<file path="config.mk">
export PLATFORM = sky130hd
export DESIGN_NAME = rist_status_table
export DESIGN_NICKNAME = d
export VERILOG_FILES = /design/src/rist_pkg.sv /design/src/rist_status_table.sv
export SDC_FILE = /design/constraint.sdc
export NUM_CORES = 1
export LEC_CHECK = 0
export CAP_MARGIN = 20
export CORE_MARGIN = 3
export CORE_UTILIZATION = 45
export CTS_CLUSTER_DIAMETER = 30
export DETAILED_ROUTE_END_ITERATION = 6
export DONT_BUFFER_PORTS = 1
export GPL_TIMING_DRIVEN = 0
export PLACE_DENSITY_LB_ADDON = 0.2
export RECOVER_POWER = 100
export SLEW_MARGIN = 20
export SYNTH_ARGS = -nofsm -noshare
export SYNTH_HDL_FRONTEND = slang
export SYNTH_SLANG_ARGS = --single-unit
</file>
<file path="constraint.sdc">
create_clock -name clk_i -period 1.45 [get_ports clk_i]
set_input_delay 0.0725 -clock clk_i [delete_from_list [all_inputs] [get_ports clk_i]]
set_output_delay 0.0725 -clock clk_i [all_outputs]
set_load 0.01 [all_outputs]
</file>
<file path="src/rist_pkg.sv">
// Package for the resistance input status table: offsets, layouts, types
package rist_pkg;
    localparam int NUM_CHAN = 6;
    localparam int DATA_W = 16;
    localparam int ADDR_W = 4;
    // Register indices (word addresses)
    localparam logic [ADDR_W-1:0] RES_BASE_ADDR = 4'h0;
    localparam logic [ADDR_W-1:0] FAULT_OPEN_ADDR = 4'h6;
    localparam logic [ADDR_W-1:0] RANGE_ADDR = 4'h7;
    localparam logic [ADDR_W-1:0] IRQ_STATUS_ADDR = 4'h8;
    localparam logic [ADDR_W-1:0] IRQ_MASK_ADDR = 4'h9;
    // Field positions
    localparam int SUMMARY_LSB = 0;
    localparam int OPEN_LSB = 8;
    localparam int LOW_LSB = 0;
    localparam int HIGH_LSB = 8;
    localparam int SIGN_BIT = 15;
    // Interrupt status bits
    localparam int IRQ_FAULT_BIT = 0;
    localparam int IRQ_OPEN_BIT = 1;
    localparam int IRQ_RANGE_BIT = 2;
    localparam int IRQ_W = 3;
    // Reset values
    localparam logic [DATA_W-1:0] RESULT_RST = 16'h0000;
    localparam logic [IRQ_W-1:0] IRQ_MASK_RST = 3'h0;
    // Self-test duration
    localparam int SELFTEST_NS = 1000;
    localparam int CLK_PERIOD_NS = 5;
    localparam int SELFTEST_CYC = (SELFTEST_NS + CLK_PERIOD_NS - 1) / CLK_PERIOD_NS;

    // Per-channel sample from the scan logic
    typedef struct packed {
        logic valid;
        logic [DATA_W-1:0] value;
        logic at_max;
        logic at_min;
        logic open_wire;
        logic enabled;
    } rist_sample_t;

    // Configuration and converter events per channel
    typedef struct packed {
        logic cfg_accepted;
        logic cfg_rejected;
        logic conv_started;
        logic adc_fault;
    } rist_chan_evt_t;

    // Register bus request
    typedef struct packed {
        logic wr;
        logic rd;
        logic [ADDR_W-1:0] addr;
        logic [DATA_W-1:0] wdata;
    } rist_bus_req_t;
endpackage

</file>
<file path="src/rist_status_table.sv">
// Input data table: six channel results, fault/open and range flags, interrupts
//
// Implementation choice: the address-and-strobe port.
`timescale 1ns/1ps
module rist_status_table
    import rist_pkg::*;
#(
    parameter int SELFTEST_CYCLES = SELFTEST_CYC
)
(
    // Clock and reset
    input wire logic clk_i,
    input wire logic rst_i,
    // Scan logic
    input wire rist_sample_t [NUM_CHAN-1:0] sample_i,
    input wire rist_chan_evt_t [NUM_CHAN-1:0] evt_i,
    input wire logic selftest_pass_i,
    input wire logic selftest_fail_i,
    // Register port
    input wire rist_bus_req_t bus_i,
    output logic [DATA_W-1:0] rdata_o,
    // Indicators
    output logic config_error_o,
    output logic status_led_o,
    output logic irq_o
);

    logic [NUM_CHAN-1:0][DATA_W-1:0] result;
    logic [NUM_CHAN-1:0] not_valid;
    logic [NUM_CHAN-1:0] adc_fault;
    logic [NUM_CHAN-1:0] open_wire;
    logic [NUM_CHAN-1:0] high_limit;
    logic [NUM_CHAN-1:0] low_limit;
    logic [NUM_CHAN-1:0] summary;
    logic [NUM_CHAN-1:0] cfg_err;
    logic [DATA_W-1:0] fault_open_word;
    logic [DATA_W-1:0] range_word;
    logic [IRQ_W-1:0] irq_status;
    logic [IRQ_W-1:0] irq_mask;
    logic [IRQ_W-1:0] irq_event;
    logic [NUM_CHAN-1:0] prev_summary;
    logic [NUM_CHAN-1:0] prev_open;
    logic [NUM_CHAN-1:0] prev_range;
    logic [DATA_W-1:0] next_rdata;
    logic [$clog2(SELFTEST_CYCLES+1)-1:0] st_count;

    typedef enum logic [1:0] {RIST_ST_TEST, RIST_ST_PASS, RIST_ST_FAIL} rist_st_t;
    rist_st_t st_state;

    genvar ch;
    generate
        for (ch = 0; ch < NUM_CHAN; ch++)
        begin : g_chan
            // Result word taken whole; sign stays in bit 15
            always_ff @(posedge clk_i)
            begin
                if (rst_i)
                    result[ch] <= RESULT_RST;
                else if (sample_i[ch].valid && sample_i[ch].enabled)
                    result[ch] <= sample_i[ch].value;
            end

            // Not-valid window from accepted config to first conversion
            always_ff @(posedge clk_i)
            begin
                if (rst_i)
                    not_valid[ch] <= 1'b0;
                else if (evt_i[ch].cfg_accepted)
                    not_valid[ch] <= 1'b1;
                else if (evt_i[ch].conv_started || evt_i[ch].cfg_rejected)
                    not_valid[ch] <= 1'b0;
            end

            // Rejected config posts an error; a later accepted one clears it
            always_ff @(posedge clk_i)
            begin
                if (rst_i)
                    cfg_err[ch] <= 1'b0;
                else if (evt_i[ch].cfg_rejected)
                    cfg_err[ch] <= 1'b1;
                else if (evt_i[ch].cfg_accepted)
                    cfg_err[ch] <= 1'b0;
            end

            // Converter fault holds until conversion is seen again
            always_ff @(posedge clk_i)
            begin
                if (rst_i)
                    adc_fault[ch] <= 1'b0;
                else if (evt_i[ch].adc_fault)
                    adc_fault[ch] <= 1'b1;
                else if (evt_i[ch].conv_started)
                    adc_fault[ch] <= 1'b0;
            end

            // Flags follow each scan result, so they clear on their own
            always_ff @(posedge clk_i)
            begin
                if (rst_i)
                    open_wire[ch] <= 1'b0;
                else if (!sample_i[ch].enabled)
                    open_wire[ch] <= 1'b0;
                else if (sample_i[ch].valid)
                    open_wire[ch] <= sample_i[ch].open_wire;
            end

            // Disabled channel reports no range fault, its status is not trusted
            always_ff @(posedge clk_i)
            begin
                if (rst_i)
                    high_limit[ch] <= 1'b0;
                else if (!sample_i[ch].enabled)
                    high_limit[ch] <= 1'b0;
                else if (sample_i[ch].valid)
                    high_limit[ch] <= sample_i[ch].at_max;
            end

            always_ff @(posedge clk_i)
            begin
                if (rst_i)
                    low_limit[ch] <= 1'b0;
                else if (!sample_i[ch].enabled)
                    low_limit[ch] <= 1'b0;
                else if (sample_i[ch].valid)
                    low_limit[ch] <= sample_i[ch].at_min;
            end

            assign summary[ch] = not_valid[ch] | adc_fault[ch] | open_wire[ch]
                | high_limit[ch] | low_limit[ch];
        end
    endgenerate

    // Unused positions stay zero
    always_comb
    begin
        fault_open_word = '0;
        range_word = '0;
        fault_open_word[SUMMARY_LSB +: NUM_CHAN] = summary;
        fault_open_word[OPEN_LSB +: NUM_CHAN] = open_wire;
        range_word[LOW_LSB +: NUM_CHAN] = low_limit;
        range_word[HIGH_LSB +: NUM_CHAN] = high_limit;
    end

    assign config_error_o = |cfg_err;

    // Self-test wait; saturates so a slow pass cannot wrap the count
    always_ff @(posedge clk_i)
    begin
        if (rst_i)
            st_count <= '0;
        else if (st_state == RIST_ST_TEST
            && st_count < SELFTEST_CYCLES[$bits(st_count)-1:0])
            st_count <= st_count + 1'b1;
    end

    // Self-test sequencing for the status indicator
    always_ff @(posedge clk_i)
    begin
        if (rst_i)
            st_state <= RIST_ST_TEST;
        else
        begin
            unique case (st_state)
                RIST_ST_TEST:
                begin
                    if (selftest_fail_i)
                        st_state <= RIST_ST_FAIL;
                    else if (st_count >= SELFTEST_CYCLES[$bits(st_count)-1:0]
                        && selftest_pass_i)
                        st_state <= RIST_ST_PASS;
                end
                RIST_ST_PASS:
                begin
                    if (selftest_fail_i)
                        st_state <= RIST_ST_FAIL;
                end
                RIST_ST_FAIL:
                begin
                    st_state <= RIST_ST_FAIL;
                end
            endcase
        end
    end

    // Registered so the indicator never glitches on
    always_ff @(posedge clk_i)
    begin
        if (rst_i)
            status_led_o <= 1'b0;
        else
            status_led_o <= (st_state == RIST_ST_PASS) && !selftest_fail_i;
    end

    // Rising edges of any flag group raise interrupts
    always_ff @(posedge clk_i)
    begin
        if (rst_i)
        begin
            prev_summary <= '0;
            prev_open <= '0;
            prev_range <= '0;
        end
        else
        begin
            prev_summary <= summary;
            prev_open <= open_wire;
            prev_range <= high_limit | low_limit;
        end
    end

    always_comb
    begin
        irq_event = '0;
        irq_event[IRQ_FAULT_BIT] = |(summary & ~prev_summary);
        irq_event[IRQ_OPEN_BIT] = |(open_wire & ~prev_open);
        irq_event[IRQ_RANGE_BIT] = |((high_limit | low_limit) & ~prev_range);
    end

    genvar ib;
    generate
        for (ib = 0; ib < IRQ_W; ib++)
        begin : g_irq
            // Set wins over a write-one clear, so no event is lost
            always_ff @(posedge clk_i)
            begin
                if (rst_i)
                    irq_status[ib] <= 1'b0;
                else if (irq_event[ib])
                    irq_status[ib] <= 1'b1;
                else if (bus_i.wr && bus_i.addr == IRQ_STATUS_ADDR && bus_i.wdata[ib])
                    irq_status[ib] <= 1'b0;
            end
        end
    endgenerate

    always_ff @(posedge clk_i)
    begin
        if (rst_i)
            irq_mask <= IRQ_MASK_RST;
        else if (bus_i.wr && bus_i.addr == IRQ_MASK_ADDR)
            irq_mask <= bus_i.wdata[IRQ_W-1:0];
    end

    assign irq_o = |(irq_status & irq_mask);

    // Read mux; unmapped addresses return zero
    always_comb
    begin
        next_rdata = '0;
        unique case (bus_i.addr)
            FAULT_OPEN_ADDR:
            begin
                next_rdata = fault_open_word;
            end
            RANGE_ADDR:
            begin
                next_rdata = range_word;
            end
            IRQ_STATUS_ADDR:
            begin
                next_rdata[IRQ_W-1:0] = irq_status;
            end
            IRQ_MASK_ADDR:
            begin
                next_rdata[IRQ_W-1:0] = irq_mask;
            end
            default:
            begin
                // Result words below the status words; the rest read zero
                if (bus_i.addr < FAULT_OPEN_ADDR)
                    next_rdata = result[bus_i.addr[2:0]];
            end
        endcase
    end

    // Data stand only in the cycle after the read strobe
    always_ff @(posedge clk_i)
    begin
        if (rst_i)
            rdata_o <= '0;
        else if (bus_i.rd)
            rdata_o <= next_rdata;
        else
            rdata_o <= '0;
    end

endmodule

</file>
==> flow_summary_export.csv, run 1 <==
group,metric,value,unit
run_status,status,"completed",
layout,n_fill_cell,1305,
critical_path,cp_cell_sequence,"inv_2, ha_2, buf_6, nand4_1, or3_1, a21oi_1",
logic_synthesis,synth_edf_count,0,
critical_path,crit_buf_inv,2,
clock_tree,cts_sinks,183,
hold_path,hold_class,"input pin to register",
die,die_x,134,microns
critical_path,cp_top_family,"simple AND/OR/NAND/NOR gates",
layout,mostFrequentLayoutCells,"nand2_1, dlygate4sd3_1, dfxtp_1",
detailed_routing,drt_wl_total,24200,microns
detailed_routing,dr.pass1.iters,5,
sta,tightest_slew,0.836,ns
detailed_routing,via_count,6835,
sta,fin_crit_sh,96.5,%
layout,multi_input_area,0.00350,sq mm
critical_path,worstRegToRegCells,6,
detailed_routing,post_drt_wl_per_cell,18.9,microns
logic_synthesis,netlist_instances,845,
logic_synthesis,syn_avg_cell_area,8.71,sq um
global_route,grt_pass1_wl,37100,microns
placed_design,gp_congestion,0.837,
global_route,overflow,0,
clock_tree,cts_buffers,17,
sta,final-max-slew-violation-count,0,
layout,drive_gt1_share,10.2,%
job,cap_violations,0,
logic_synthesis,yosys.area.top_type,"dfxtp_1",
sta,fmax,0.714,GHz
placed_design,dp.cells,1061,
logic_synthesis,ys_warn_count,0,
power,ir_worst_vdd,0.760,mV
die,core_area,0.0159,sq mm
layout,areaGrowthSynthToFinish,38.8,%
logic_synthesis,yosys-top-cells-area,"dfxtp_1, nand2_1, a21oi_1",
die,fp.dieH,134,microns
die,io_pins,195,
critical_path,arrival,1.75,ns
logic_synthesis,synth.distinct_cells,44,
hold_path,whs_path_depth,3,
logic_synthesis,synthesis.area,0.00736,sq mm
layout,regArea,0.00367,sq mm
critical_path,cp.depth,6,
logic_synthesis,synth_top_cell_area_share,49.8,%
critical_path,cpMaxStageDelayCell,"or3_1",
layout,fin_cells,1280,
sta,whs,0.0161,ns
clock_tree,cts_tree,"done",
critical_path,cp-start-kind,"register",
placed_design,place_hpwl,16400,microns
sta,hold_violations,0,
detailed_routing,drc,0,
power,p_leak,3.90,nW
logic_synthesis,ys.flop_type,"dfxtp_1",
sta,skew,0.00898,ns
critical_path,crit_type,"register to register",
global_route,grt_pass1_vias,6852,
clock_tree,path_clk_slew,0.06,ns
critical_path,crit_required,1.80,ns
sta,rsz0062_at_grt,"yes",
sta,relSlewSlack,44.3,%
critical_path,max_stage_delay,0.38,ns
critical_path,critPathMaxFanout,5,
clock_tree,clock_latency,0.43,ns
layout,final_common_cell,"nand2_1",
global_route,grt_max_degree,17,
clock_tree,ctsRootBufferMaster,"clkbuf_16",
layout,nets,1229,
sta,timing.final.crit_period,1.40,ns
global_route,grt_use_total,26.9,%
die,initial_utilization,46.2,%
clock_tree,cts-htree-levels,4,
logic_synthesis,ys_seq_area_share,49.8,%
logic_synthesis,ys_ff_latch,183,
die,dieArea,0.0179,sq mm
detailed_routing,ant_nets,0,
logic_synthesis,synth_nets,1025,
global_route,antenna_found_initial,2,
power,powerDensity,1110,mW/mm^2
detailed_routing,drt_iter0_markers,503,
detailed_routing,vias_per_cell,5.34,
placed_design,io_buffer_count,0,
logic_synthesis,synthArstFlopShare,0,%
clock_tree,clockBufferDepth,2,
die,placementRows,46,
critical_path,endpoint_kind,"register",
sta,setup_viol,0,
per-layer routing:
metal	vias up	global-route usage, %	wire (microns)
met5	-	0	0
met4	0	11.1	763
met3	47	6.34	1610
met2	253	42.6	11400
met1	3272	35.6	10400
li1	3263	-	-
where the power goes:
part	internal (mW)	switching (mW)	total [mW]
registers	5.26	0.175	5.43
logic	0.749	0.688	1.44
clock network	2.59	1.92	4.51
total	8.59	2.78	11.4
state kept, by name, indices dropped and copies added, names as in the netlist:
signal,cells
irq_mask,3
result,96
prev_summary,6
not_valid,6
adc_fault,6
irq_status,3
low_limit,6
prev_open,6
fault_open_word,6
st_count,8
rdata_o,16
prev_range,6
st_state,2
status_led_o,1
cfg_err,6
high_limit,6
worst paths after layout:
| path | from | endpoint | slack, ns |
|---|---|---|---|
| setup reg to reg | st_state[1] | st_count[6] | 0.05 |
| setup / recovery | st_state[1] | st_count[6] | 0.05 |
| hold / removal | bus_i[0] | irq_status[0] | 0.02 |
| hold reg to reg | result[80] | result[80] | 0.45 |
worst register-to-register path, cell delays in order, from the launching register on:
cell and delay, ns:
dfxtp_2 0.32, inv_2 0.07, ha_2 0.17, buf_6 0.11
nand4_1 0.15, or3_1 0.38, a21oi_1 0.12
cells by family after synthesis:
family	synth area share (%)
AND/OR/NAND/NOR	19.8
adder cells (fa/ha/maj)	0.680
multiplexers	11.1
AO/OA/AOI/OAI	13.2
XOR/XNOR	0.595
flip-flops	49.8
buffers and inverters	4.89
per-stage QoR:
stage	setup TNS, ns	cell area [sq um]	setup WS [ns]	utilization (%)	total power, mW
4_1_cts	0	10100	0.0110	63.4	11.3
3_5_place_dp	-31.54	7630	-0.408	47.9	6.44
3_3_place_gp	-31.20	7630	-0.403	47.9	6.43
5_1_grt	-0.115	10200	-0.0381	64.1	11.8
6_report	0	10200	0.0501	64.1	11.4
2_1_floorplan	0	7360	0.0678	-	6.16
cells in the mapped netlist (all sizes together) (4+ instances only):
| cell type | n |
|---|---|
| and2 | 8 |
| nand3 | 5 |
| o22ai | 10 |
| mux2i | 24 |
| nor4b | 4 |
| nor2 | 73 |
| clkbuf | 34 |
| dfxtp | 183 |
| nand2 | 216 |
| a22oi | 7 |
| mux2 | 7 |
| a21oi | 129 |
| mux4 | 22 |
| a211oi | 4 |
| nand3b | 8 |
| inv | 29 |
| nand2b | 8 |
| nor3 | 5 |
| buf | 22 |
| nor2b | 6 |
| ha | 4 |
cell type report:
| class | count | share of cell area [%] |
|---|---|---|
| multi-input combinational | 577 | 34.2 |
| antenna | 2 | 0.0490 |
| clock inverter | 7 | 0.943 |
| tap | 216 | 2.65 |
| buffer | 56 | 2.55 |
| timing repair buffer | 185 | 18.0 |
| sequential | 183 | 35.9 |
| clock buffer | 25 | 4.56 |
| inverter | 29 | 1.07 |
repair_timing:
item	4_1_cts	5_1_grt
buffers inserted	1	3
hold endpoints to repair	144	0
pin swaps	2	7
setup endpoints to repair	10	22
resized for setup	16	26
hold buffers	181	0
Note: power is estimated with default switching activity, not from simulation.
==> run 2: changes to the inputs <==
--- a/config.mk
+++ b/config.mk
@@ -14,3 +14,3 @@
 export GPL_TIMING_DRIVEN = 0
-export PLACE_DENSITY_LB_ADDON = 0.2
+export PLACE_DENSITY = 0.72
 export RECOVER_POWER = 100
--- a/constraint.sdc
+++ b/constraint.sdc
@@ -3,2 +3,2 @@
 set_output_delay 0.0725 -clock clk_i [all_outputs]
-set_load 0.01 [all_outputs]
+set_load 0.02 [all_outputs]
==> flow_summary_export.csv, run 2 (synthesized netlist as in run 1, its figures left out) <==
group,metric,value,unit
sta,relSlewSlack,48.6,%
critical_path,max_stage_delay,0.44,ns
die,dieArea,0.0179,sq mm
critical_path,r2r_slack,0.03,ns
sta,skew,0.00908,ns
run_status,violations,"setup timing",
clock_tree,cts_sinks,183,
power,powerDensity,1130,mW/mm^2
global_route,grt_pass1_vias,7041,
layout,areaGrowthSynthToFinish,38.2,%
sta,hold_violations,0,
die,core_area,0.0159,sq mm
clock_tree,path_clk_slew,0.07,ns
sta,fmax,0.675,GHz
die,io_pins,195,
sta,fin_crit_sh,102,%
layout,drive_gt1_share,9.96,%
sta,setup_viol,1,
critical_path,endpoint_kind,"primary output",
hold_path,hold_class,"input pin to register",
die,placementRows,46,
clock_tree,clock_latency,0.43,ns
power,p_comb_share,12.5,%
layout,largest_reg_flops,96,
placed_design,placed_cell_area,0.00763,sq mm
clock_tree,cts_tree,"done",
layout,n_fill_cell,1308,
critical_path,crit_buf_inv,1,
power,clockPowerShare,40.1,%
layout,regMostFlops,"result",
critical_path,crit_type,"register to primary output",
global_route,grt_pass1_wl,37200,microns
power,p_leak,3.90,nW
detailed_routing,ant_nets,0,
sta,fin_ws,-0.0322,ns
global_route,overflow,0,
power,p_total,11.5,mW
layout,fin_cells,1282,
placed_design,gp_congestion,0.849,
die,initial_utilization,46.2,%
detailed_routing,drc,0,
power,p_int,8.56,mW
layout,final_common_cell,"nand2_1",
die,die_x,134,microns
sta,final-max-slew-violation-count,0,
layout,utilization,63.8,%
detailed_routing,drt_wl_total,24300,microns
critical_path,cp-start-kind,"register",
critical_path,cpMaxStageDelayCell,"a222oi_1",
layout,fin_area,0.0102,sq mm
detailed_routing,dr.pass1.iters,5,
die,fp.dieH,134,microns
sta,tightest_slew,0.771,ns
critical_path,arrival,1.41,ns
placed_design,dp.cells,1061,
power,switching_share,25.4,%
critical_path,cp_top_family,"compound AO/OA/AOI/OAI gates",
run_status,status,"finished with violations",
placed_design,io_buffer_count,0,
layout,mostFrequentLayoutCells,"nand2_1, dlygate4sd3_1, dfxtp_1",
job,cap_violations,0,
global_route,grt_use_total,26.9,%
global_route,grt_max_degree,17,
detailed_routing,via_count,6970,
clock_tree,cts-htree-levels,4,
critical_path,cp_cell_sequence,"a222oi_1, inv_1",
clock_tree,cts_buffers,17,
clock_tree,clockBufferDepth,2,
sta,timing.final.crit_period,1.48,ns
layout,largestRegisters,"result: 96 flops, rdata_o: 16 flops, st_count: 8 flops",
detailed_routing,post_drt_wl_per_cell,19.0,microns
detailed_routing,drt_iter0_markers,580,
power,pwr-share-seq,47.4,%
power,p_switching,2.92,mW
sta,timing.setup.tns,-0.0322,ns
global_route,antenna_found_initial,2,
critical_path,crit_required,1.38,ns
power,ir_worst_vdd,0.864,mV
placed_design,place_hpwl,16500,microns
sta,rsz0062_at_grt,"yes",
layout,nets,1231,
detailed_routing,vias_per_cell,5.44,
critical_path,critPathMaxFanout,2,
clock_tree,ctsRootBufferMaster,"clkbuf_16",
==> run 2: cell count changes in the layout (fill, tap and decap cells not counted), moves of 3 or more <==
| cell | previous run | this run |
|---|---|---|
| buf_1 | 4 | 1 |
| buf_4 | 4 | 7 |
| clkinv_2 | 1 | 4 |
| inv_6 | 0 | 4 |
==> run 2: through the flow <==
step	setup WS (ns)	hold slack [ns]
floorplan	0.0678	0.149
global placement	-0.357	0.157
detailed placement	-0.365	0.161
CTS	0.00118	0.00109
global route	-0.0515	0.0369
finish	-0.0322	0.0162
==> run 2: worst register-to-register path, delay by kind of cell (launching register included) <==
kind                   cells  cell delay, ns
buffers and inverters      1            0.22
AND/OR/NAND/NOR            2            0.20
flip-flops                 1            0.36
AO/OA/AOI/OAI              1            0.30
XOR/XNOR                   1            0.21
==> run 2: power by group through the flow <==
stage,registers [mW],clock network [mW],logic [mW]
global placement,5.52,0,0.906
global route,5.45,4.84,1.57
CTS,5.42,4.63,1.36
detailed placement,5.52,0,0.927
finish,5.43,4.60,1.44
floorplan,5.46,0,0.708
==> run 2: cell type report <==
class | instances | area [sq um] | area share, %
flip-flops and latches | 183 | 3670 | 36.1
multi-input cells | 577 | 3440 | 33.8
repair buffers | 187 | 1850 | 18.2
clock buffers | 18 | 429 | 4.22
well taps | 216 | 270 | 2.66
plain buffers | 56 | 254 | 2.50
clock inverters | 14 | 149 | 1.46
inverters | 29 | 109 | 1.07
diodes | 2 | 5.00 | 0.0492
==> run 2: per-layer routing <==
| layer | GRT usage, % | wire, microns |
|---|---|---|
| met4 | 11.0 | 796 |
| met1 | 34.9 | 10100 |
| met2 | 42.8 | 11300 |
| met5 | 0 | 0 |
| met3 | 7.16 | 2110 |
==> run 2: worst paths after layout <==
| check | cells after the start | end | from |
|---|---|---|---|
| hold reg to reg | 2 | result[17] | result[17] |
| setup reg to reg | 5 | st_count[5] | st_count[5] |
| setup / recovery | 2 | irq_o | irq_mask[2] |
| hold / removal | 3 | irq_mask[2] | bus_i[21] |
==> run 2: what timing repair did <==
action | 4_1_cts | 5_1_grt
gates resized for setup | 10 | 27
endpoints found under the setup margin | 11 | 32
pin swaps | 4 | 4
hold buffers | 180 | 0
setup buffers | 2 | 5
hold endpoints to repair | 144 | 0
gates cloned | 0 | 0
